### config.mk
export PLATFORM = sky130hd
export DESIGN_NAME = fps_top
export DESIGN_NICKNAME = d
export VERILOG_FILES = /design/src/hdl/fps_pkg.sv /design/src/hdl/fps_top.sv /design/src/hdl/fps_vector_map.sv /design/src/hdl/fps_access_guard.sv
export SDC_FILE = /design/constraint.sdc
export NUM_CORES = 1
export LEC_CHECK = 0
export BUFFER_PORTS_ARGS = -buffer_cell sky130_fd_sc_hd__buf_2
export CAP_MARGIN = 20
export CELL_PAD_IN_SITES_DETAIL_PLACEMENT = 0
export CELL_PAD_IN_SITES_GLOBAL_PLACEMENT = 1
export CORE_ASPECT_RATIO = 2
export CORE_UTILIZATION = 33
export CTS_BUF_LIST = sky130_fd_sc_hd__clkbuf_8
export CTS_CLUSTER_DIAMETER = 60
export DETAILED_ROUTE_END_ITERATION = 6
export PLACE_DENSITY = 0.76
export SLEW_MARGIN = 20
export SYNTH_ARGS = -nofsm -noshare
export SYNTH_HDL_FRONTEND = slang
export SYNTH_SLANG_ARGS = --single-unit
### constraint.sdc
create_clock -name pclk -period 2.55 [get_ports pclk]
set_clock_uncertainty 0.15 [all_clocks]
set_input_delay 0.51 -clock pclk [delete_from_list [all_inputs] [get_ports pclk]]
set_output_delay 0.51 -clock pclk [all_outputs]
set_load 0.01 [all_outputs]
### src/hdl/fps_pkg.sv
// Purpose: Shared constants and types for the flash protection and security block
// Assumes: 16-bit CPU address space, 8-bit protection and options images
// Notes:   APB byte offsets are word aligned; reserved bits read as zero
package fps_pkg;

  // APB register byte offsets
  localparam logic [7:0]  REG_PROT_OFS   = 8'h00;
  localparam logic [7:0]  REG_OPT_OFS    = 8'h04;
  localparam logic [7:0]  REG_STAT_OFS   = 8'h08;
  localparam logic [7:0]  REG_NV_OFS     = 8'h0C;

  // Working protection register layout
  localparam int          PROT_OFF_BIT   = 0;
  localparam int          FPS_LSB        = 1;
  localparam int          FPS_MSB        = 7;
  localparam logic [7:0]  PROT_RESET     = 8'hFF;

  // Working options register layout
  localparam int          SEC_LSB        = 0;
  localparam int          SEC_MSB        = 1;
  localparam int          NORED_BIT      = 6;
  localparam logic [1:0]  SEC_OPEN       = 2'b10;
  localparam logic [7:0]  OPT_RESET      = 8'h00;

  // Status register bit positions and options image position in the image register
  localparam int          STAT_PROT_BIT  = 0;
  localparam int          STAT_REDIR_BIT = 1;
  localparam int          STAT_SEC_BIT   = 2;
  localparam int          STAT_REJ_BIT   = 3;
  localparam int          STAT_LOAD_BIT  = 4;
  localparam int          NV_OPT_LSB     = 8;

  // Flash map
  localparam logic [15:0] NV_PROT_ADDR   = 16'hFFBD;
  localparam logic [15:0] NV_OPT_ADDR    = 16'hFFBF;
  localparam logic [15:0] VEC_LO         = 16'hFFC0;
  localparam logic [15:0] VEC_HI         = 16'hFFFD;
  localparam logic [15:0] RESET_VEC_LO   = 16'hFFFE;
  localparam logic [15:0] VEC_TABLE_SIZE = 16'h0040;
  localparam logic [15:0] LAST_SECT_LO   = 16'hFE00;
  localparam logic [8:0]  SECT_OFS_MAX   = 9'h1FF;
  localparam logic [16:0] REGION_END     = 17'h10000;

  // Resource map
  localparam logic [15:0] DP_REG_HI      = 16'h007F;
  localparam logic [15:0] RAM_LO         = 16'h0080;
  localparam logic [15:0] RAM_HI         = 16'h107F;
  localparam logic [15:0] HP_REG_LO      = 16'h1800;
  localparam logic [15:0] HP_REG_HI      = 16'h18FF;
  localparam logic [15:0] FLASH_LO       = 16'h1900;

  typedef enum logic [1:0] {
    FPS_ST_RESET = 2'b00,
    FPS_ST_LOAD  = 2'b01,
    FPS_ST_RUN   = 2'b10
  } fps_state_type;

  // First protected address for a protect size field value
  function automatic logic [16:0] fps_region_start(input logic [6:0] size_field);
    fps_region_start = {1'b0, size_field, SECT_OFS_MAX} + 17'h00001;
  endfunction : fps_region_start

endpackage : fps_pkg

### src/hdl/fps_top.sv
// Purpose: Flash block protection, vector redirection and security gate
// Assumes: Nonvolatile images are stable inputs from the flash array
// Notes:   APB slave with zero wait states while the clock enable is high
//
// Operation
// - Load working protection register from nonvolatile image after reset.
// - Ignore protection writes that would shrink the protected region.
// - Reject program and erase inside the protected region.
// - Background debug writes to protection register always take effect.
// - Protection image in last sector is protected while protection active.
// - Vector locations are protected whenever any flash is protected.
// - Redirection only when redirect disable bit in options image is zero.
// - Redirection only when the protection image protects some flash.
// - Interrupt vectors come from relocated table; reset vector never moves.
// - Flash and RAM are secure resources while security is engaged.
// - Register pages and debug controller are never secure resources.
// - Code running from secure memory has full access everywhere; the code still blocks it at secure resources when acc_debug is set.
// - Blocked accesses drop writes and return zero on reads.
// - Security state comes from two-bit field in working options register.
// - Copy options image into working options register in the load cycle after reset.
// - Field value one-zero disengages security.
//
// Added by the designer: the APB interface to the registers.
module fps_top
  import fps_pkg::*;
(
  // Clock, reset, enable
  input  wire logic        pclk,
  input  wire logic        presetn,
  input  wire logic        ce,
  // APB slave
  input  wire logic        psel,
  input  wire logic        penable,
  input  wire logic        pwrite,
  input  wire logic [7:0]  paddr,
  input  wire logic [31:0] pwdata,
  output logic      [31:0] prdata,
  output logic             pready,
  output logic             pslverr,
  input  wire logic        apb_debug,
  // Nonvolatile images
  input  wire logic [7:0]  nv_prot_image,
  input  wire logic [7:0]  nv_opt_image,
  // Flash program and erase requests
  input  wire logic        fcmd_valid,
  input  wire logic [15:0] fcmd_addr,
  output logic             fcmd_accept,
  output logic             fcmd_reject,
  // Vector fetch
  input  wire logic        vec_req,
  input  wire logic [15:0] vec_addr,
  output logic             vec_ack,
  output logic      [15:0] vec_out_addr,
  // Memory access gate
  input  wire logic        acc_valid,
  input  wire logic        acc_write,
  input  wire logic [15:0] acc_addr,
  input  wire logic        acc_secure_code,
  input  wire logic        acc_debug,
  input  wire logic [7:0]  acc_rdata_in,
  output logic             acc_done,
  output logic             acc_wr_en,
  output logic             acc_blocked,
  output logic      [7:0]  acc_rdata,
  // Status
  output logic             protect_active,
  output logic             redirect_active,
  output logic             secure_engaged,
  output logic             load_done
);

  fps_state_type state_reg;
  fps_state_type state_next;

  logic [7:0]  working_protect_reg;
  logic [7:0]  working_options_reg;
  logic [7:0]  nv_prot_snap_reg;
  logic        redirect_reg;
  logic        wr_rejected_reg;

  logic        apb_write;
  logic        apb_read;
  logic        apb_mapped;
  logic        apb_ro_hit;
  logic [6:0]  protect_size_field;
  logic [6:0]  new_size_field;
  logic        new_prot_on;
  logic [16:0] cur_start;
  logic [16:0] new_start;
  logic        prot_wr_hit;
  logic        prot_wr_ok;
  logic [1:0]  security_state_field;
  logic        redirect_disable_bit;
  logic        nv_prot_on;
  logic [16:0] nv_start;
  logic        in_region;
  logic        in_last_sect;
  logic        in_vectors;
  logic        fcmd_block;
  logic [15:0] vec_mapped;
  logic        guard_secure;
  logic        guard_blocked;
  logic        running;

  // Field extraction
  assign protect_size_field   = working_protect_reg[FPS_MSB:FPS_LSB];
  assign protect_active       = !working_protect_reg[PROT_OFF_BIT];
  assign security_state_field = working_options_reg[SEC_MSB:SEC_LSB];
  assign redirect_disable_bit = working_options_reg[NORED_BIT];
  assign new_size_field       = pwdata[FPS_MSB:FPS_LSB];
  assign new_prot_on          = !pwdata[PROT_OFF_BIT];
  assign cur_start            = fps_region_start(protect_size_field);
  assign new_start            = fps_region_start(new_size_field);
  assign nv_prot_on           = !nv_prot_snap_reg[PROT_OFF_BIT];
  assign nv_start             = fps_region_start(nv_prot_snap_reg[FPS_MSB:FPS_LSB]);
  assign running              = (state_reg == FPS_ST_RUN);
  assign load_done            = running;

  // Security decode from the two-bit field
  assign secure_engaged = (security_state_field != SEC_OPEN);

  // Redirection state drives its own output
  assign redirect_active = redirect_reg;

  // Load sequencer state
  always_ff @(posedge pclk or negedge presetn) begin
    if (!presetn) begin
      state_reg <= FPS_ST_RESET;
    end else if (ce) begin
      state_reg <= state_next;
    end
  end

  // Reset, then one load cycle, then normal operation
  always_comb begin
    state_next = state_reg;
    case (state_reg)
      FPS_ST_RESET: state_next = FPS_ST_LOAD;
      FPS_ST_LOAD:  state_next = FPS_ST_RUN;
      FPS_ST_RUN:   state_next = FPS_ST_RUN;
      default:      state_next = FPS_ST_RESET;
    endcase
  end

  // APB decode; zero wait states
  assign pready     = ce;
  assign apb_write  = psel && penable && pwrite && ce;
  assign apb_read   = psel && penable && !pwrite && ce;
  assign apb_mapped = (paddr == REG_PROT_OFS) || (paddr == REG_OPT_OFS)
                   || (paddr == REG_STAT_OFS) || (paddr == REG_NV_OFS);
  assign apb_ro_hit = apb_mapped && (paddr != REG_PROT_OFS);
  assign pslverr    = psel && penable && (!apb_mapped || (pwrite && apb_ro_hit));

  // Protection write qualification
  assign prot_wr_hit = apb_write && (paddr == REG_PROT_OFS) && running;
  always_comb begin
    prot_wr_ok = 1'b0;
    if (apb_debug) begin
      prot_wr_ok = 1'b1;
    end else if (!protect_active) begin
      prot_wr_ok = 1'b1;
    end else if (new_prot_on && (new_start <= cur_start)) begin
      prot_wr_ok = 1'b1;
    end
  end

  // Working protection register
  always_ff @(posedge pclk or negedge presetn) begin
    if (!presetn) begin
      working_protect_reg <= PROT_RESET;
    end else if (ce) begin
      if (state_reg == FPS_ST_LOAD) begin
        working_protect_reg <= nv_prot_image;
      end else if (prot_wr_hit && prot_wr_ok) begin
        working_protect_reg <= pwdata[7:0];
      end
    end
  end

  // Last rejected write flag, cleared by an accepted write
  always_ff @(posedge pclk or negedge presetn) begin
    if (!presetn) begin
      wr_rejected_reg <= 1'b0;
    end else if (ce) begin
      if (prot_wr_hit) begin
        wr_rejected_reg <= !prot_wr_ok;
      end
    end
  end

  // Working options register and protection image snapshot
  always_ff @(posedge pclk or negedge presetn) begin
    if (!presetn) begin
      working_options_reg <= OPT_RESET;
      nv_prot_snap_reg    <= PROT_RESET;
    end else if (ce) begin
      if (state_reg == FPS_ST_LOAD) begin
        working_options_reg <= nv_opt_image;
        nv_prot_snap_reg    <= nv_prot_image;
      end
    end
  end

  // Redirection enable from the images only
  always_ff @(posedge pclk or negedge presetn) begin
    if (!presetn) begin
      redirect_reg <= 1'b0;
    end else if (ce) begin
      redirect_reg <= running && !redirect_disable_bit && nv_prot_on;
    end
  end

  // APB read data
  always_ff @(posedge pclk or negedge presetn) begin
    if (!presetn) begin
      prdata <= 32'h00000000;
    end else if (ce) begin
      if (psel && !penable && !pwrite) begin
        prdata <= 32'h00000000;
        case (paddr)
          REG_PROT_OFS: prdata[7:0] <= working_protect_reg;
          REG_OPT_OFS:  prdata[7:0] <= working_options_reg;
          REG_STAT_OFS: begin
            prdata[STAT_PROT_BIT]  <= protect_active;
            prdata[STAT_REDIR_BIT] <= redirect_reg;
            prdata[STAT_SEC_BIT]   <= secure_engaged;
            prdata[STAT_REJ_BIT]   <= wr_rejected_reg;
            prdata[STAT_LOAD_BIT]  <= running;
          end
          REG_NV_OFS: begin
            prdata[7:0]                   <= nv_prot_snap_reg;
            prdata[NV_OPT_LSB+7:NV_OPT_LSB] <= nv_opt_image;
          end
          default: prdata <= 32'h00000000;
        endcase
      end
    end
  end

  // Protected address classification for flash commands
  assign in_region    = ({1'b0, fcmd_addr} >= cur_start) && (cur_start < REGION_END);
  assign in_last_sect = (fcmd_addr >= LAST_SECT_LO);
  assign in_vectors   = (fcmd_addr >= VEC_LO);
  assign fcmd_block   = !running
                     || (protect_active && (in_region || in_last_sect || in_vectors));

  // Flash command verdict, one cycle after the request
  always_ff @(posedge pclk or negedge presetn) begin
    if (!presetn) begin
      fcmd_accept <= 1'b0;
      fcmd_reject <= 1'b0;
    end else if (ce) begin
      fcmd_accept <= fcmd_valid && !fcmd_block;
      fcmd_reject <= fcmd_valid && fcmd_block;
    end
  end

  // Vector address mapping
  fps_vector_map u_vector_map (
    .redirect_active (redirect_reg),
    .region_start    (nv_start),
    .fetch_addr      (vec_addr),
    .mapped_addr     (vec_mapped)
  );

  // Registered vector answer
  always_ff @(posedge pclk or negedge presetn) begin
    if (!presetn) begin
      vec_ack      <= 1'b0;
      vec_out_addr <= RESET_VEC_LO;
    end else if (ce) begin
      vec_ack <= vec_req;
      if (vec_req) begin
        vec_out_addr <= vec_mapped;
      end
    end
  end

  // Security classification of memory accesses
  fps_access_guard u_access_guard (
    .secure_engaged   (secure_engaged),
    .acc_addr         (acc_addr),
    .from_secure_code (acc_secure_code),
    .from_debug       (acc_debug),
    .is_secure_res    (guard_secure),
    .blocked          (guard_blocked)
  );

  // Gated access result, one cycle after the request
  always_ff @(posedge pclk or negedge presetn) begin
    if (!presetn) begin
      acc_done    <= 1'b0;
      acc_wr_en   <= 1'b0;
      acc_blocked <= 1'b0;
      acc_rdata   <= 8'h00;
    end else if (ce) begin
      acc_done    <= acc_valid;
      acc_wr_en   <= acc_valid && acc_write && !guard_blocked;
      acc_blocked <= acc_valid && guard_blocked;
      if (acc_valid && !acc_write) begin
        acc_rdata <= guard_blocked ? 8'h00 : acc_rdata_in;
      end
    end
  end

endmodule : fps_top

### src/hdl/fps_vector_map.sv
// Purpose: Maps a vector fetch address onto the relocated vector table
// Assumes: Region start is the first protected flash address
// Notes:   Purely combinational; the caller registers the result
module fps_vector_map
  import fps_pkg::*;
(
  // Control
  input  wire logic        redirect_active,
  input  wire logic [16:0] region_start,
  // Fetch address
  input  wire logic [15:0] fetch_addr,
  output logic      [15:0] mapped_addr
);

  logic        is_irq_vec;
  logic [15:0] table_base;

  // Interrupt vectors only; reset vector stays at its default place
  assign is_irq_vec = (fetch_addr >= VEC_LO) && (fetch_addr <= VEC_HI);

  // Table sits right below the protected region
  assign table_base = region_start[15:0] - VEC_TABLE_SIZE;

  // Same offset within the table
  always_comb begin
    mapped_addr = fetch_addr;
    if (redirect_active && is_irq_vec) begin
      mapped_addr = table_base + (fetch_addr - VEC_LO);
    end
  end

endmodule : fps_vector_map

### src/hdl/fps_access_guard.sv
// Purpose: Classifies a memory access and decides whether security blocks it
// Assumes: Flash runs from the flash base to the top of the map
// Notes:   Combinational; register space and debug controller stay open
module fps_access_guard
  import fps_pkg::*;
(
  // Security state
  input  wire logic        secure_engaged,
  // Access context
  input  wire logic [15:0] acc_addr,
  input  wire logic        from_secure_code,
  input  wire logic        from_debug,
  // Decision
  output logic             is_secure_res,
  output logic             blocked
);

  logic in_ram;
  logic in_flash;

  // Flash and RAM are the secure resources
  assign in_ram   = (acc_addr >= RAM_LO) && (acc_addr <= RAM_HI);
  assign in_flash = (acc_addr >= FLASH_LO);

  // Registers fall outside both ranges and are never secure
  assign is_secure_res = secure_engaged && (in_ram || in_flash);

  // Secure code passes; unsecured code or debug is stopped
  assign blocked = is_secure_res && (from_debug || !from_secure_code);

endmodule : fps_access_guard

-- Yosys cells after proc, flatten, opt, wreduce, memory -nomap -nowiden
Cells that the tools add are included.
- register bits: 74
- input port bits: 125
- output and inout port bits: 68
- logic and storage cells: 108
- add/sub/neg operators: 6
- $lt $le $gt $ge: 10
- equal/unequal tests: 6
- multiplexer cells: 11
- reduce and logical (&&, ||, !) cells: 60
- operators by type and width (cell ; number):
    16-bit greater-or-equal comparator (second input constant) ; 3
    16-bit by 1-bit adder with 17-bit output (second input constant) ; 2
    8-bit two-way mux ; 4
    1-bit logical AND ; 27
    5-bit one-hot mux with 4 select lines ; 1
    16-bit by 17-bit greater-or-equal comparator with 1-bit output ; 1
    17-bit less-or-equal comparator ; 1
    17-bit < comparator (second input constant) ; 1
    16-bit by 1-bit adder with 16-bit output (second input constant) ; 1
    16-bit adder ; 1
    8-bit by 4-bit == test with 1-bit output (second input constant) ; 2
    16-bit by 13-bit greater-or-equal comparator with 1-bit output (second input constant) ; 1
    16-bit by 8-bit greater-or-equal comparator with 1-bit output (second input constant) ; 1
    16-bit by 13-bit less-or-equal comparator with 1-bit output (second input constant) ; 1
    16-bit less-or-equal comparator (second input constant) ; 1
    16-bit two-way mux ; 1
    16-bit subtractor (second input constant) ; 1
    16-bit by 7-bit subtractor with 16-bit output (second input constant) ; 1
    1-bit zero test ; 13
    2-bit AND reduction ; 6
    1-bit logical OR ; 9
    3-bit one-hot mux with 3 select lines ; 1
    8-bit by 3-bit == test with 1-bit output (second input constant) ; 1
    8-bit zero test ; 1
    9 further kinds ; 11

-- Depth between registers and ports, before layout
- word-level depth: 9
- depth in mapped cells: 10
- depth with buffers taken out: 10

-- Cells and area by module
A second synthesis with hierarchy kept.
- cells, all modules: 519
- area total of the unflattened synthesis: 5207.5 um^2
- modules (own cells, without submodules) (module ; instances ; cells each ; area each (um^2) ; sequential area each (um^2)):
    fps_top ; 1 ; 349 ; 4046.4 ; 1890.6
    fps_vector_map ; 1 ; 160 ; 1076.0 ; 0.0
    fps_access_guard ; 1 ; 10 ; 85.1 ; 0.0

-- Least setup slack after synthesis
No wires, ideal clock.
- kind: register to register
- start point: register working_protect_reg[1]
- end point: register working_protect_reg[1]
- setup time: 0.082 ns
- data arrival time: 2.539 ns
- data required time: 2.318 ns
- path slack: -0.221 ns
- stages on the path, launching flop included: 11
- path buffers: 0
- clock period less this slack: 2.771 ns
- cell sequence: dfstp_2 ha_1 and3_1 nand3_1 xor2_1 ha_1 nand4_1 nor3_1 nor3_1 o31ai_4 mux2_2
- word-level cells in the longest chain between the ends: 9
- RTL lines (element ; line ; text):
    start: declaration ; fps_top.sv:75 ; logic [7:0] working_protect_reg;
    start signal: assignment ; fps_top.sv:173 ; working_protect_reg <= nv_prot_image;
    start signal: assignment ; fps_top.sv:175 ; working_protect_reg <= pwdata[7:0];
    16-bit by 1-bit adder with 17-bit output ; fps_pkg.sv:60 ; fps_region_start = {1'b0, size_field, SECT_OFS_MAX} + 17'h00001;
    17-bit less-or-equal comparator ; fps_top.sv:162 ; end else if (new_prot_on && (new_start <= cur_start)) begin
    1-bit logical AND ; fps_top.sv:162 ;
    1-bit two-way mux ; fps_top.sv:162 ;
    1-bit two-way mux ; fps_top.sv:160 ; end else if (!protect_active) begin
    1-bit two-way mux ; fps_top.sv:158 ; if (apb_debug) begin
    1-bit logical AND ; fps_top.sv:174 ; end else if (prot_wr_hit && prot_wr_ok) begin
    2-bit nonzero test (no line) ; -- ;
    2-bit AND reduction (no line) ; -- ;
No other way between the ends.
A chain may end at the register's enable or synchronous reset.

-- Worst setup path in the final report
- start point: register working_protect_reg[1]
- end point: register working_protect_reg[3]
Same word-level chain as after synthesis.

==> out/qor.txt <==
Clk_lat worst skew = 0.34 ns
Largest net degree at the start of global routing = 48
DRC = 0
Layout cells sized above 1 = 0.478
Final routed wire length divided by cell count = 16.8 um
Total global-route track usage = 0.182
Total chip power = 5.14 mW
Fin cells = 733
Reg2reg end = working_protect_reg[3]
Final-report setup violation count = 11
Ys async rst share = 1.00
Core box area = 12900 um2
Reg clk slew, reported paths = 0.08 ns
Fillcell total = 1271
CTS tree = done
Critical path launch point = working_protect_reg[1]
Reg2reg start = working_protect_reg[1]
Iteration-0 DRC Markers = 153
Final wirelength = 12300 um
Crit path time final = 2.89 ns
Initial antenna violation count = 1
Levels on crit path = 11
Main combinational cell family by area after synthesis = compound AO/OA/AOI/OAI gates
P&R area growth vs syn = 30.7%
Synthesized area per cell = 10.7 um2
Final Hold Fails = 0
Yosys cell types = 54
Synth Instances = 407
Status = complete, but fails checks
I/O pin count = 193
P_leak = 2.80 nW
Vias per std cell = 5.08
Input/output buffers = 136
Peak VDD IR = 0.482 mV
Adder-cell share of the synthesized area = 0.0938
Die width = 83.2 um
CTS root buf = clkbuf_8
Clk buf depth = 2
Drt pass-1 iters = 4
Failing checks = negative setup slack
Via count = 3727
Worst path cell trace = ha_4 -> and3_4 -> nand3_4 -> xor2_2 -> ha_1 -> nand4_1 -> o21ai_1 -> nor3_2 -> o31ai_4 -> buf_6 -> mux2_2
FP Rows = 59
Post-synth top area share = 0.247
Pwr per Cell Area = 903 nW/um2
Max Slew Vio Count = 0
Num CTS Buffers = 9
Mapped Area = 4350 um2
Place WS = -0.533 ns
Number of synthesized flops with an enable pin = 0
PnR worst setup slack = -0.340 ns
Crit path launch type = flip-flop
Post-synthesis compound-gate area fraction = 0.142
Critical Path RT = 2.67 ns
Crit share post-route = 1.13
# Max-Cap Violations = 0
Fmax = 346 MHz
Post-route ant nets = 0
Post-synthesis sequential area ratio = 0.435
First-pass GRT wire length = 19300 um
HP Class = input port to flip-flop
Multiplexer share of the synthesized area = 0.114
Crit path max-delay family = flip-flops
Post-synthesis simple-gate area fraction = 0.121
Biggest regs = prdata (16), vec_out_addr (16)
Fin nets = 732
Placed instance count = 713
DIE AREA = 13700 um2
Starting Density = 0.337
Commonest non-fill, non-tap cell in the layout = buf_2
Htree depth = 3
Top FF cell, synth = dfrtp_1
Worst reg2reg setup slack = -0.34 ns
Worst EP arrival = 3.01 ns
Setup Crit Path Kind = flip-flop to flip-flop
Critical path buffers and inverters = 1
Gpl congestion = 0.831
R2R depth = 11
Most frequent cells in the layout = buf_2, dfrtp_1, mux2_2
Slowest CP cell = dfstp_2
Clock sink total = 74
Total gr overflow = 0
HPWL Detailed = 9990 um
Chip height = 164 um
RSZ-0062 raised after global routing = true
Worst-path fanout max = 6
Crit path capture type = flip-flop
Yosys top cell by area = dfrtp_1
Critical path's largest stage delay = 0.58 ns
FF+latch count, synth = 74
XOR/XNOR share of the synthesized area = 0.0262
Synth top area cells = dfrtp_1, dfstp_2, mux2_2, ha_1, o21ai_0
Setup crit end = working_protect_reg[3]
Vias in the first global route = 3838
Synth warn = 0
==> area by class of cell <==
cell class | instances | area, um2 | share of cell area
clock inverters | 5 | 55.1 | 0.00968
well taps | 152 | 190 | 0.0334
multi-input cells | 296 | 2330 | 0.410
repair buffers | 174 | 991 | 0.174
diodes | 1 | 2.50 | 0.000440
flip-flops and latches | 74 | 1890 | 0.332
clock buffers | 11 | 151 | 0.0266
inverters | 20 | 75.1 | 0.0132
==> Yosys cell counts, drive strengths merged (2+ instances only) <==
master	count
and3	7
nor3b	2
a21oi	9
o31ai	3
inv	20
a211oi	3
or3	2
nand3	13
a221o	4
nand4	6
o21ai	31
a22oi	4
dfrtp	43
a21o	3
buf	21
o22ai	2
mux2	37
ha	31
a22o	17
xnor2	6
dfstp	31
nor3	5
o21a	2
nor2b	2
xor2	7
nand2b	2
mux2i	8
nor4	3
clkbuf	11
nor2	19
a31oi	6
or2	2
nand2	32
==> worst min-delay path by stage <==
stage / endpoint / depth (start not counted) / start / slack, ns
2_1_floorplan: acc_blocked / 0 / presetn / 0.06
3_3_place_gp: acc_rdata[2] / 1 / presetn / 0.29
3_5_place_dp: acc_rdata[7] / 1 / presetn / 0.30
4_1_cts: acc_rdata[5] / 2 / acc_rdata_in[5] / 0.21
5_1_grt: acc_rdata[2] / 2 / acc_rdata_in[2] / 0.21
6_report: acc_rdata[5] / 2 / acc_rdata_in[5] / 0.23
==> where the power goes <==
part           internal (mW)  switching [mW]  leakage [nW]  total (mW)
registers               1.59           0.278         0.891        1.87
clock network          0.502           0.433         0.107       0.935
logic                   1.17            1.16          1.80        2.33
total                   3.27            1.87          2.80        5.14
==> stage by stage <==
stage | utilization | hold WS, ns | setup TNS, ns | instance area, um2
after floorplan | - | 0.0644 | -1.54 | 4440
after global placement | 0.415 | 0.294 | -3.48 | 5370
after detailed placement | 0.415 | 0.304 | -4.32 | 5370
after CTS | 0.437 | 0.205 | -2.15 | 5650
after global routing | 0.440 | 0.207 | -3.81 | 5690
final | 0.440 | 0.228 | -3.01 | 5690
==> per-layer routing <==
layer  up-vias  global-route usage  part of all wire
met2       124               0.359              0.57
met3        31              0.0280             0.037
li1       1778                   -                 -
met5         -                   0                 0
met1      1794               0.178              0.35
met4         0               0.102             0.040
==> kinds of logic after synthesis <==
group,Yosys count
simple gates,100
compound gates,90
flops,74
buf+inv,52
mux,45
fa+ha+maj,32
xor+xnor,13
other cells,1
==> repair_timing <==
item | 4_1_cts | 5_1_grt
hold buffers | 1 | 0
setup buffers | 1 | 1
endpoints found under the setup margin | 11 | 12
pin swaps | 7 | 5
endpoints found under the hold margin | 12 | 0
resized for setup | 12 | 5
No activity file was read; power rests on OpenSTA's default activity.
